$ cat src/asc_pkg.sv
// Purpose: Shared constants for the sample buffer and comparator control
// Assumes: One clock at 100 MHz, 32-bit register port, word per register
// Notes: Offsets are byte addresses on the register port
package asc_pkg;
    // Register offsets
    localparam logic [7:0] REG_BUF_CTRL = 8'h00;
    localparam logic [7:0] REG_BUF_SRC = 8'h04;
    localparam logic [7:0] REG_BUF_LEN = 8'h08;
    localparam logic [7:0] REG_BUF_BASE = 8'h0C;
    localparam logic [7:0] REG_BUF_STAT = 8'h10;
    localparam logic [7:0] REG_CMP_CTRL = 8'h14;
    localparam logic [7:0] REG_CMP_STAT = 8'h18;
    // Buffer control bits; start and stop are write-only commands
    localparam int CTRL_START = 0;
    localparam int CTRL_STOP = 1;
    localparam int CTRL_WRAP = 2;
    localparam int CTRL_RANGE = 3;
    localparam int CTRL_EV_LO = 4;
    // Event enable order inside the three-bit field
    localparam int EV_OVF = 0;
    localparam int EV_FULL = 1;
    localparam int EV_HALF = 2;
    // Status bit positions, write one to clear the sticky events
    localparam int STAT_RUN = 16;
    localparam int STAT_HALF = 17;
    localparam int STAT_FULL = 18;
    localparam int STAT_OVF = 19;
    localparam int STAT_ERR = 20;
    // Source bitmap: bits 0..5 external channels
    localparam int SRC_TEMPERATURE = 6;
    localparam int SRC_SUPPLY = 7;
    // Input range codes
    localparam logic RANGE_SINGLE_REF = 1'b0;
    localparam logic RANGE_DOUBLE_REF = 1'b1;
    // Buffer length limits and position shown once full without wrap
    localparam int LEN_W = 11;
    localparam logic [10:0] POS_FULL_NOWRAP = 11'h7FF;
    // Comparator control bit positions
    localparam int CMP_EN = 0;
    localparam int CMP_SEL_LO = 1;
    localparam int CMP_HYST_LO = 3;
    localparam int CMP_LP = 5;
    localparam int CMP_INT_EN = 6;
    localparam int CMP_INT_RISE = 7;
    localparam int CMP_WAKE_EN = 8;
    localparam int CMP_WAKE_RISE = 9;
    localparam int CMP_CFG_W = 10;
    localparam logic [9:0] CMP_CFG_RST = 10'h000;
    // Input and reference pairings
    localparam logic [1:0] SEL_POS_VS_NEG = 2'h0;
    localparam logic [1:0] SEL_POS_VS_INTERNAL_REF = 2'h1;
    localparam logic [1:0] SEL_NEG_VS_POS = 2'h2;
    localparam logic [1:0] SEL_NEG_VS_INTERNAL_REF = 2'h3;
    // Hysteresis codes: 0, 10, 20, 40 mV
    localparam logic [1:0] HYST_NONE = 2'h0;
    localparam logic [1:0] HYST_SMALL = 2'h1;
    localparam logic [1:0] HYST_MEDIUM = 2'h2;
    localparam logic [1:0] HYST_LARGE = 2'h3;
    // Sample buffer sequencer states
    typedef enum logic [4:0] {
        S_IDLE = 5'b00001,
        S_WAIT = 5'b00010,
        S_SEL = 5'b00100,
        S_CONV = 5'b01000,
        S_FULL = 5'b10000
    } asc_state_t;
endpackage : asc_pkg

$ cat src/asc_cmp.sv
// Purpose: Comparator control, power mode, interrupt and wake edges
// Assumes: Comparator output arrives asynchronously and is synchronised
// Notes: Hysteresis is applied in the analogue core; only its code leaves
`timescale 1ns/100ps
`default_nettype none
module asc_cmp (
    input wire logic clk,
    input wire logic sys_rst,
    input wire logic [asc_pkg::CMP_CFG_W-1:0] cfg,
    input wire logic cmp_raw,
    input wire logic sleep_active,
    input wire logic wake_clr,
    output logic cmp_power_en,
    output logic cmp_low_power,
    output logic [1:0] cmp_sel,
    output logic [1:0] cmp_hyst,
    output logic cmp_level,
    output logic cmp_irq,
    output logic cmp_wake,
    output logic wake_flag
);
    import asc_pkg::*;

    // All state of the comparator control
    typedef struct packed {
        logic s1;
        logic s2;
        logic prev;
        logic pwr;
        logic lp;
        logic [1:0] sel;
        logic [1:0] hyst;
        logic irq;
        logic wake;
        logic wflag;
    } asc_cmp_t;

    asc_cmp_t q_ff;
    asc_cmp_t nxt_q;
    logic rise; // Input just went above reference
    logic fall; // Input just went below reference
    logic pins; // Both external pins in use

    // Next-state logic
    always_comb begin
        nxt_q = q_ff;
        // Two-flop synchroniser, s1 feeds only s2
        nxt_q.s1 = cmp_raw;
        nxt_q.s2 = q_ff.s1;
        nxt_q.prev = q_ff.s2;
        rise = q_ff.s2 & ~q_ff.prev;
        fall = ~q_ff.s2 & q_ff.prev;
        // Disable turns the core off whatever else is set
        nxt_q.pwr = cfg[CMP_EN];
        // Standard power unless software asks for low power
        // Sleep forces low power while enabled, whatever the low-power bit
        nxt_q.lp = cfg[CMP_EN] & (cfg[CMP_LP] | sleep_active);
        nxt_q.sel = cfg[CMP_SEL_LO +: 2];
        nxt_q.hyst = cfg[CMP_HYST_LO +: 2];
        // Interrupt on the configured edge only
        nxt_q.irq = q_ff.pwr & cfg[CMP_INT_EN]
            & (cfg[CMP_INT_RISE] ? rise : fall);
        // Wake needs both pins; internal reference never wakes
        pins = (q_ff.sel == SEL_POS_VS_NEG) | (q_ff.sel == SEL_NEG_VS_POS);
        nxt_q.wake = q_ff.pwr & pins & cfg[CMP_WAKE_EN]
            & (cfg[CMP_WAKE_RISE] ? rise : fall);
        // Wake flag clears on read, a new wake wins over the clear
        nxt_q.wflag = (q_ff.wflag & ~wake_clr) | nxt_q.wake;
    end

    // State register
    always_ff @(posedge clk or posedge sys_rst) begin
        if (sys_rst) begin
            q_ff <= '0;
        end else begin
            q_ff <= nxt_q;
        end
    end

    assign cmp_power_en = q_ff.pwr;
    assign cmp_low_power = q_ff.lp;
    assign cmp_sel = q_ff.sel;
    assign cmp_hyst = q_ff.hyst;
    assign cmp_level = q_ff.s2;
    assign cmp_irq = q_ff.irq;
    assign cmp_wake = q_ff.wake;
    assign wake_flag = q_ff.wflag;

    a_sleep_low_power: assert property (
        @(posedge clk) disable iff (sys_rst)
        (sleep_active && cfg[CMP_EN]) |=> cmp_low_power)
        else $error("sleep did not force low power");

    a_wake_pins_only: assert property (
        @(posedge clk) disable iff (sys_rst)
        cmp_wake |-> ($past(cmp_sel) == SEL_POS_VS_NEG
            || $past(cmp_sel) == SEL_NEG_VS_POS))
        else $error("wake raised with internal reference");

    a_off_silent: assert property (
        @(posedge clk) disable iff (sys_rst)
        // Pulses lag the power flop by a cycle, so both must be off first
        (!cfg[CMP_EN] && !cmp_power_en)
            |=> (!cmp_power_en && !cmp_irq && !cmp_wake))
        else $error("disabled comparator still active");

    a_irq_edge: assert property (
        @(posedge clk) disable iff (sys_rst)
        cmp_irq |-> ($past(cmp_level) != $past(cmp_level, 2)))
        else $error("interrupt without an edge");
endmodule : asc_cmp
`default_nettype wire

$ cat src/asc_top.sv
// Purpose: Timer-paced sample buffer writer and comparator control
// Assumes: Converter, timer and RAM port run on clk; comparator is async
// Notes: Registers on a plain strobe port, read data one cycle later
`timescale 1ns/100ps
`default_nettype none
module asc_top (
    input wire logic clk,
    input wire logic sys_rst,
    input wire logic [7:0] bus_addr,
    input wire logic [31:0] bus_wdata,
    input wire logic bus_wr,
    input wire logic bus_rd,
    output logic [31:0] bus_rdata,
    input wire logic apt_trigger,
    input wire logic sleep_active,
    output logic adc_start,
    output logic [2:0] adc_chan,
    output logic adc_range_double,
    input wire logic adc_done,
    input wire logic [9:0] adc_result,
    output logic ram_we,
    output logic [15:0] ram_addr,
    output logic [15:0] ram_wdata,
    output logic buf_half_evt,
    output logic buf_full_evt,
    output logic buf_ovf_evt,
    input wire logic cmp_raw,
    output logic cmp_power_en,
    output logic cmp_low_power,
    output logic [1:0] cmp_sel,
    output logic [1:0] cmp_hyst,
    output logic cmp_irq,
    output logic cmp_wake
);
    import asc_pkg::*;

    // All state of the sample buffer path and register file
    typedef struct packed {
        asc_state_t st;
        logic wrap;
        logic rng;
        logic [2:0] ev_en;
        logic [7:0] src;
        logic [10:0] len;
        logic [15:0] base;
        logic [9:0] ccfg;
        logic half_f;
        logic full_f;
        logic ovf_f;
        logic err_f;
        logic [7:0] pend;
        logic [2:0] chan;
        logic [10:0] pos;
        logic adc_go;
        logic we;
        logic [15:0] waddr;
        logic [15:0] wdat;
        logic [2:0] evt;
        logic [31:0] rdata;
    } asc_top_t;

    asc_top_t q_ff;
    asc_top_t nxt_q;
    logic [10:0] pos_inc; // Position after the current write
    logic cmp_level; // Synchronised comparator output
    logic wake_flag; // Sticky wake status
    logic wake_clr; // Status read clears the wake flag

    // Lowest pending source, which gives the fixed conversion order
    function automatic logic [2:0] asc_low_idx(input logic [7:0] m);
        logic [2:0] r;
        r = 3'h0;
        for (int i = 7; i >= 0; i--) begin
            if (m[i]) begin
                r = 3'(i);
            end
        end
        return r;
    endfunction : asc_low_idx

    assign wake_clr = bus_rd && (bus_addr == REG_CMP_STAT);

    // Next-state logic: clears first, then sequencer, then commands
    always_comb begin
        nxt_q = q_ff;
        nxt_q.adc_go = 1'b0;
        nxt_q.we = 1'b0;
        nxt_q.evt = 3'h0;
        nxt_q.rdata = 32'h0000_0000;
        pos_inc = q_ff.pos + 11'h001;
        // Write one to clear; sequencer sets below so a set wins
        if (bus_wr && bus_addr == REG_BUF_STAT) begin
            nxt_q.half_f = q_ff.half_f & ~bus_wdata[STAT_HALF];
            nxt_q.full_f = q_ff.full_f & ~bus_wdata[STAT_FULL];
            nxt_q.ovf_f = q_ff.ovf_f & ~bus_wdata[STAT_OVF];
            nxt_q.err_f = q_ff.err_f & ~bus_wdata[STAT_ERR];
        end
        case (q_ff.st)
            // Armed: a timer trigger snapshots the source bitmap
            S_WAIT: begin
                if (apt_trigger) begin
                    nxt_q.pend = q_ff.src;
                    nxt_q.st = S_SEL;
                end
            end
            // Start the lowest pending source next
            S_SEL: begin
                if (q_ff.pend == 8'h00) begin
                    nxt_q.st = S_WAIT;
                end else begin
                    nxt_q.chan = asc_low_idx(q_ff.pend);
                    nxt_q.pend = q_ff.pend & (q_ff.pend - 8'h01);
                    nxt_q.adc_go = 1'b1;
                    nxt_q.st = S_CONV;
                end
            end
            // Result goes straight to RAM, no processor step
            S_CONV: begin
                if (adc_done) begin
                    nxt_q.we = 1'b1;
                    nxt_q.waddr = q_ff.base + {5'h00, q_ff.pos};
                    nxt_q.wdat = {6'h00, adc_result};
                    // Half-full when position first reaches len/2
                    if (pos_inc == (q_ff.len >> 1) && q_ff.ev_en[EV_HALF]) begin
                        nxt_q.evt[EV_HALF] = 1'b1;
                        nxt_q.half_f = 1'b1;
                    end
                    if (pos_inc == q_ff.len) begin
                        // Last location written
                        if (q_ff.ev_en[EV_FULL]) begin
                            nxt_q.evt[EV_FULL] = 1'b1;
                            nxt_q.full_f = 1'b1;
                        end
                        if (q_ff.wrap) begin
                            nxt_q.pos = 11'h000;
                            nxt_q.st = S_SEL;
                        end else begin
                            nxt_q.pos = POS_FULL_NOWRAP;
                            nxt_q.st = S_FULL;
                        end
                    end else begin
                        nxt_q.pos = pos_inc;
                        nxt_q.st = S_SEL;
                    end
                end
            end
            // Full without wrap: a further trigger is dropped
            S_FULL: begin
                if (apt_trigger && q_ff.ev_en[EV_OVF]) begin
                    nxt_q.evt[EV_OVF] = 1'b1;
                    nxt_q.ovf_f = 1'b1;
                end
            end
            default: begin
                nxt_q.st = S_IDLE;
            end
        endcase
        // Register writes; commands override the sequencer
        if (bus_wr) begin
            if (bus_addr == REG_BUF_CTRL) begin
                nxt_q.wrap = bus_wdata[CTRL_WRAP];
                nxt_q.rng = bus_wdata[CTRL_RANGE];
                nxt_q.ev_en = bus_wdata[CTRL_EV_LO +: 3];
                if (bus_wdata[CTRL_STOP]) begin
                    nxt_q.st = S_IDLE;
                    nxt_q.pend = 8'h00;
                end else if (bus_wdata[CTRL_START]) begin
                    // Refuse zero length or no event enabled
                    if (q_ff.len == 11'h000
                            || bus_wdata[CTRL_EV_LO +: 3] == 3'h0) begin
                        nxt_q.err_f = 1'b1;
                        nxt_q.st = S_IDLE;
                    end else begin
                        nxt_q.st = S_WAIT;
                        nxt_q.pos = 11'h000;
                        nxt_q.pend = 8'h00;
                    end
                end
            end else if (bus_addr == REG_BUF_SRC) begin
                nxt_q.src = bus_wdata[7:0];
            end else if (bus_addr == REG_BUF_LEN) begin
                // Only 11 bits kept, so 2047 is the most
                nxt_q.len = bus_wdata[LEN_W-1:0];
            end else if (bus_addr == REG_BUF_BASE) begin
                nxt_q.base = bus_wdata[15:0];
            end else if (bus_addr == REG_CMP_CTRL) begin
                nxt_q.ccfg = bus_wdata[CMP_CFG_W-1:0];
            end
        end
        // Register reads, unmapped addresses read zero
        if (bus_rd) begin
            if (bus_addr == REG_BUF_CTRL) begin
                nxt_q.rdata[CTRL_WRAP] = q_ff.wrap;
                nxt_q.rdata[CTRL_RANGE] = q_ff.rng;
                nxt_q.rdata[CTRL_EV_LO +: 3] = q_ff.ev_en;
            end else if (bus_addr == REG_BUF_SRC) begin
                nxt_q.rdata[7:0] = q_ff.src;
            end else if (bus_addr == REG_BUF_LEN) begin
                nxt_q.rdata[LEN_W-1:0] = q_ff.len;
            end else if (bus_addr == REG_BUF_BASE) begin
                nxt_q.rdata[15:0] = q_ff.base;
            end else if (bus_addr == REG_BUF_STAT) begin
                nxt_q.rdata[LEN_W-1:0] = q_ff.pos;
                nxt_q.rdata[STAT_RUN] = (q_ff.st != S_IDLE);
                nxt_q.rdata[STAT_HALF] = q_ff.half_f;
                nxt_q.rdata[STAT_FULL] = q_ff.full_f;
                nxt_q.rdata[STAT_OVF] = q_ff.ovf_f;
                nxt_q.rdata[STAT_ERR] = q_ff.err_f;
            end else if (bus_addr == REG_CMP_CTRL) begin
                nxt_q.rdata[CMP_CFG_W-1:0] = q_ff.ccfg;
            end else if (bus_addr == REG_CMP_STAT) begin
                nxt_q.rdata[0] = cmp_level;
                nxt_q.rdata[1] = wake_flag;
            end
        end
    end

    // State register
    always_ff @(posedge clk or posedge sys_rst) begin
        if (sys_rst) begin
            q_ff <= '{st: S_IDLE, ccfg: CMP_CFG_RST, default: '0};
        end else begin
            q_ff <= nxt_q;
        end
    end

    // Comparator control
    asc_cmp u_cmp (
        .clk(clk),
        .sys_rst(sys_rst),
        .cfg(q_ff.ccfg),
        .cmp_raw(cmp_raw),
        .sleep_active(sleep_active),
        .wake_clr(wake_clr),
        .cmp_power_en(cmp_power_en),
        .cmp_low_power(cmp_low_power),
        .cmp_sel(cmp_sel),
        .cmp_hyst(cmp_hyst),
        .cmp_level(cmp_level),
        .cmp_irq(cmp_irq),
        .cmp_wake(cmp_wake),
        .wake_flag(wake_flag)
    );

    // Outputs straight from the state register
    assign bus_rdata = q_ff.rdata;
    assign adc_start = q_ff.adc_go;
    assign adc_chan = q_ff.chan;
    assign adc_range_double = q_ff.rng;
    assign ram_we = q_ff.we;
    assign ram_addr = q_ff.waddr;
    assign ram_wdata = q_ff.wdat;
    assign buf_half_evt = q_ff.evt[EV_HALF];
    assign buf_full_evt = q_ff.evt[EV_FULL];
    assign buf_ovf_evt = q_ff.evt[EV_OVF];

    a_conv_order: assert property (
        @(posedge clk) disable iff (sys_rst)
        adc_start |-> ((q_ff.pend & ((8'h01 << adc_chan) - 8'h01)) == 8'h00))
        else $error("source converted out of order");

    a_full_halts: assert property (
        @(posedge clk) disable iff (sys_rst)
        (q_ff.st == S_FULL && !bus_wr) |=> (!adc_start && !ram_we))
        else $error("conversion after buffer full");

    a_full_pos: assert property (
        @(posedge clk) disable iff (sys_rst)
        $rose(q_ff.st == S_FULL) |-> (q_ff.pos == POS_FULL_NOWRAP))
        else $error("full position is not 2047");

    a_wrap_back: assert property (
        @(posedge clk) disable iff (sys_rst)
        (q_ff.st == S_CONV && adc_done && q_ff.wrap && !bus_wr
            && pos_inc == q_ff.len) |=> (q_ff.pos == 11'h000 && ram_we))
        else $error("wrap did not return to start");

    a_word_store: assert property (
        @(posedge clk) disable iff (sys_rst)
        ram_we |-> (ram_wdata == {6'h00, $past(adc_result)}))
        else $error("stored word differs from result");

    a_ovf_drop: assert property (
        @(posedge clk) disable iff (sys_rst)
        (q_ff.st == S_FULL && apt_trigger && q_ff.ev_en[EV_OVF] && !bus_wr)
            |=> (buf_ovf_evt && !ram_we))
        else $error("overflow not raised or sample written");

    a_evt_gated: assert property (
        @(posedge clk) disable iff (sys_rst)
        (buf_full_evt |-> $past(q_ff.ev_en[EV_FULL]))
            and (buf_half_evt |-> $past(q_ff.ev_en[EV_HALF])))
        else $error("event raised while disabled");

    a_bad_start: assert property (
        @(posedge clk) disable iff (sys_rst)
        (bus_wr && bus_addr == REG_BUF_CTRL && bus_wdata[CTRL_START]
            && !bus_wdata[CTRL_STOP] && q_ff.len == 11'h000)
            |=> (q_ff.st == S_IDLE && q_ff.err_f))
        else $error("zero length start accepted");
endmodule : asc_top
`default_nettype wire

$ cat config.mk
export PLATFORM = sky130hd
export DESIGN_NAME = asc_top
export DESIGN_NICKNAME = d
export VERILOG_FILES = /design/src/asc_pkg.sv /design/src/asc_cmp.sv /design/src/asc_top.sv
export SDC_FILE = /design/constraint.sdc
export NUM_CORES = 1
export LEC_CHECK = 0
export ABC_AREA = 1
export ABC_CLOCK_PERIOD_IN_PS = 4600
export BUFFER_PORTS_ARGS = -buffer_cell sky130_fd_sc_hd__buf_2
export CORE_UTILIZATION = 38
export DETAILED_ROUTE_END_ITERATION = 12
export PLACE_DENSITY_LB_ADDON = 0.1
export SLEW_MARGIN = 20
export SYNTH_ARGS = -nofsm -noshare
export SYNTH_HDL_FRONTEND = slang
export SYNTH_SLANG_ARGS = --single-unit
$ cat constraint.sdc
create_clock -name clk -period 4.6 [get_ports clk]
set_input_delay 0.46 -clock clk [delete_from_list [all_inputs] [get_ports clk]]
set_output_delay 0.46 -clock clk [all_outputs]
set_load 0.005 [all_outputs]
After elaboration in Yosys (flattened, before gate mapping):

Cells that the tools add are included.

* flip-flop bits (word level): 145
* bits of input ports: 58
* output and inout bits: 81
* word-level logic and storage cells: 176

* add/sub/neg operators: 3
* equal/unequal tests: 14
* mux-type cells: 82
* bitwise gates (word level): 29
* reduce and logical (&&, ||, !) cells: 17

Operators by type and width (number)
* two-way mux 11 bit: 13
* two-way mux 35 bit: 2
* two-way mux 55 bit: 1
* two-way mux 10 bit: 5
* two-way mux 5 bit: 10
* two-way mux 8 bit: 6
* two-way mux 45 bit: 1
* two-way mux 37 bit: 1
* two-way mux 9 bit: 3
* two-way mux 26 bit: 1
* == test 8 x 5 -> 1 bit (second input constant): 3
* two-way mux 3 bit: 8
* two-way mux 21 bit: 1
* case mux 5 bit (4 select lines): 1
* two-way mux 1 bit: 17
* adder 16 x 11 -> 16 bit: 1
* == test 8 x 4 -> 1 bit (second input constant): 2
* logical NOT 8 bit: 2
* two-way mux 16 bit: 1
* case mux 8 bit (2 select lines): 1
* two-way mux 14 bit: 1
* bitwise AND 1 bit: 13
* two-way mux 13 bit: 1
* two-way mux 2 bit: 6
* 25 further kinds: 44

Longest topological paths before layout:

* depth in word-level cells: 15
* gate-level depth with buffers: 16
* mapped depth without buffers: 15

By module:

Synthesis repeated with hierarchy kept, for this count alone.

* cells, all modules: 1038
* area total of the unflattened synthesis: 7982.7 µm²

Modules (own cells, without submodules)
* asc_top: times used 1, cells an instance 1000, area an instance 7558.5 µm², sequential area each 3329.4 µm²
* asc_cmp: times used 1, cells an instance 38, area an instance 424.2 µm², sequential area each 300.3 µm²

Worst setup path after synthesis:

Ideal clock, no wire load.

* path type: register to register
* start: register q_ff[69] (netlist name)
* end: register q_ff, in the netlist ram_addr[14]
* library setup time: 118 ps
* data arrival time: 1854 ps
* required time: 4482 ps
* path slack: 2628 ps
* cell stages (with the launch flop): 10
* period minus slack after synthesis: 1972 ps
* path through: dfrtp_1 ha_1 inv_1 fa_1 o21ai_0 nand4_1 nand3_1 nand4_1 nand3_1 nand2_1

* word-level cells in the longest chain between the ends: 1

RTL lines
* from (decl): line asc_top.sv:62 `asc_top_t q_ff;`
* from (signal assigned): line asc_top.sv:223 `q_ff <= nxt_q;`
* adder 16 x 11 -> 16 bit: line asc_top.sv:121 `nxt_q.waddr = q_ff.base + {5'h00, q_ff.pos};`

Every way passes these cells.
A chain may end at the register's enable or synchronous reset.

Worst setup path after layout:

Same ends and word-level chain as after synthesis.

==> flow_metrics.env <==
export IMPL_status="complete, no violations"
export IMPL_port_buffer_count=109
export IMPL_slowest_stage="dfrtp_1"
export IMPL_tns_ns=0
export IMPL_hold_buffers=0
export IMPL_skew_ns=0.006895
export IMPL_synth_top_family_by_area="simple AND/OR/NAND/NOR gates"
export IMPL_crit_type="reg2reg"
export IMPL_drc_errors=0
export IMPL_startpoint_type="register"
export IMPL_drt_total_wl_mm=21.33
export IMPL_grtUsageMet3_pct=3.851
export IMPL_synthTopCellsByCount="nand2_1 (256), dfrtp_1 (144), inv_1 (117), o21ai_0 (86)"
export IMPL_grt_overflow=0
export IMPL_grt_max_degree=82
export IMPL_p_leak_nw=4.900
export IMPL_synth_xor_area_share_pct=1.756
export IMPL_dp_slack_ns=1.754
export IMPL_postSynthCellCount=1019
export IMPL_initial_core_util_pct=39.06
export IMPL_fp_dieH_um=146.9
export IMPL_tritoncts="done"
export IMPL_critPathCaptureType="register"
export IMPL_finalSetupViolCount=0
export IMPL_clk_latency_ns=0.42
export IMPL_hpwl_mm=15.98
export IMPL_layout_nets=1143
export IMPL_diodes=0
export IMPL_synth_warnings=0
export IMPL_synth_top_flop_cell="dfrtp_1"
export IMPL_ioPinCount=139
export IMPL_dr_total_vias=6599
export IMPL_grt_use_met1_pct=28.84
export IMPL_cap_violations=0
export IMPL_synth_top_area_share_pct=45.16
export IMPL_area_delta_synth_final_pct=12.20
export IMPL_avgSynthCellArea_um2=7.830
export IMPL_postRouteAntennaNets=0
export IMPL_synth_area_mux_share_pct=0.2823
export IMPL_synth_edff_count=0
export IMPL_vias_per_cell=4.881
export IMPL_fin_ws_ns=2.172
export IMPL_yosys_cell_count_top_type="nand2_1"
export IMPL_drt_pre_antenna_iters=5
export IMPL_max_stage_delay_ns=0.51
export IMPL_period_needed_ns=2.428
export IMPL_drive_above_1_share_pct=15.99
export IMPL_path_clk_slew_ns=0.06
export IMPL_irDropWorstVdd_v=0.0002361
export IMPL_drt_initial_drc_count=440
export IMPL_yosys_area_share_simple_pct=24.48
export IMPL_synthTopCellsByArea="dfrtp_1 (45%), nand2_1 (12%), buf_4 (6.8%)"
export IMPL_async_flop_share_pct=100.0
export IMPL_holdCritPathClass="in2reg"
export IMPL_post_cts_setup_buffers=0
export IMPL_fmax_ghz=0.4119
export IMPL_hold_viol_final=0
export IMPL_slew_violations=0
export IMPL_cts_resized=0
export IMPL_ys_types=48
export IMPL_cts_sinks=145
export IMPL_required_ns=4.91
export IMPL_yosysSeqAreaShare_pct=45.49
export IMPL_grt_antenna_before_repair=0
export IMPL_rows=52
export IMPL_cts_made_buffers=17
export IMPL_synth_area_mm2=0.007979
export IMPL_relSlewSlack_pct=32.82
export IMPL_first_global_vias=6278
export IMPL_arrival_ns=2.74
export IMPL_grt_pass1_wl_mm=34.09
export IMPL_track_usage_pct=20.59
export IMPL_tightest_slew_ns=1.005
export IMPL_htreeDepth=4
export IMPL_die_x_um=146.9
export IMPL_yosys_area_top_type="dfrtp_1"
export IMPL_top_usage_layer="met2"
export IMPL_routabilityCongestion=0.8674
export IMPL_cts_root_buf="clkbuf_16"
export IMPL_crit_chain="ha_1 > inv_1 > fa_1 > o21ai_0 > nand4_1 > nand3_1 > nand4_1 > nand3_1 > nand2_1"
export IMPL_detail_route_wl_per_cell_um=15.78
export IMPL_cp_max_fo=7
export IMPL_synth_seq_cells=145
export IMPL_synth_compound_area_share_pct=12.06
export IMPL_grt_setup_unrepaired="false"
export IMPL_core_area_mm2=0.02043
export IMPL_period_share_pct=52.78
export IMPL_synthAdderAreaFrac_pct=2.133
export IMPL_cts_buffer_depth=2
export IMPL_dieArea_mm2=0.02158
export IMPL_gr_usage_met2_pct=32.56
export IMPL_power_density_mw_per_mm2=362.1
==> cells in the final DEF, fill, tap and decap left out, types with 13 or more instances in the layout <==
master     count
buf_2        109
dfrtp_1      144
nand3_1       70
clkbuf_16     17
a21oi_1       58
conb_1        17
nand2_1      256
nor2_1        72
o21ai_0       86
inv_1        116
xor2_1        13
==> registers in the layout (all words and copies together) (netlist names), 2 cells and up <==
register,cells
bus_rdata,21
u_cmp.cmp_hyst,2
adc_chan,3
u_cmp.cmp_sel,2
q_ff,77
ram_wdata,10
ram_addr,16
==> routing by layer <==
layer  wire length (um)  vias up
met4                279        0
li1                   -     3315
met2               9922      152
met3                841       20
met5                  0        -
met1              10290     3112
==> final cells by class <==
| type | instances | area [um2] |
|---|---|---|
| clock inverters | 10 | 185.2 |
| well taps | 270 | 337.8 |
| repair buffers | 113 | 575.6 |
| multi-input cells | 674 | 3312 |
| clock buffers | 19 | 452.9 |
| inverters | 121 | 459.2 |
| fillers | 2166 | 11480 |
| flip-flops and latches | 145 | 3630 |
==> worst max-delay path, delay by kind of cell (launching register included) <==
kind	cells	cell delay, ns
fa+ha+maj	2	0.65
simple gates	5	0.61
flops	1	0.51
compound gates	1	0.48
buf+inv	1	0.06
==> logic make-up (layout without fill, tap and decap cells) <==
logic type,after synthesis,after routing
simple gates,450,450
buf+inv,216,263
compound gates,176,176
flops,145,145
xor+xnor,16,16
fa+ha+maj,13,13
mux,2,2
other cells,1,17
==> metrics by stage <==
stage               std cells  utilization (%)  cell area (um2)  total power [mW]  hold WS (ns)
floorplan                1035                -             8039             1.661        0.3312
global placement         1323            40.70             8314             1.748        0.3324
detailed placement       1323            40.70             8314             1.751        0.3470
CTS                      1352            43.82             8952             3.281        0.1235
global route             1352            43.82             8952             3.389        0.1247
finish                   1352            43.82             8952             3.242        0.1450
==> final timing paths <==
path / start / to / slack (ns) / cells past startpoint
hold / removal: cmp_raw / u_cmp.nxt_q[10]$_DFF_PP0_ / 0.14 / 1
hold reg to reg: u_cmp.nxt_q[10]$_DFF_PP0_ / u_cmp.cmp_level$_DFF_PP0_ / 0.36 / 0
setup reg to reg: q_ff[69]$_DFF_PP0_ / ram_addr[14]$_DFFE_PP0P_ / 2.17 / 9
min in group asynchronous: sys_rst / ram_wdata[4]$_DFFE_PP0P_ / 0.18 / 2
max in group asynchronous: sys_rst / q_ff[129]$_DFFE_PP0P_ / 3.45 / 3
setup / recovery: q_ff[69]$_DFF_PP0_ / ram_addr[14]$_DFFE_PP0P_ / 2.17 / 9
==> power by group <==
group / internal [mW] / total, mW / switching [mW]
clock: 0.982 / 1.52 / 0.535
sequential: 1.31 / 1.35 / 0.0385
combinational: 0.127 / 0.373 / 0.245
total: 2.42 / 3.24 / 0.819
Power figures use the tool's default switching activity.
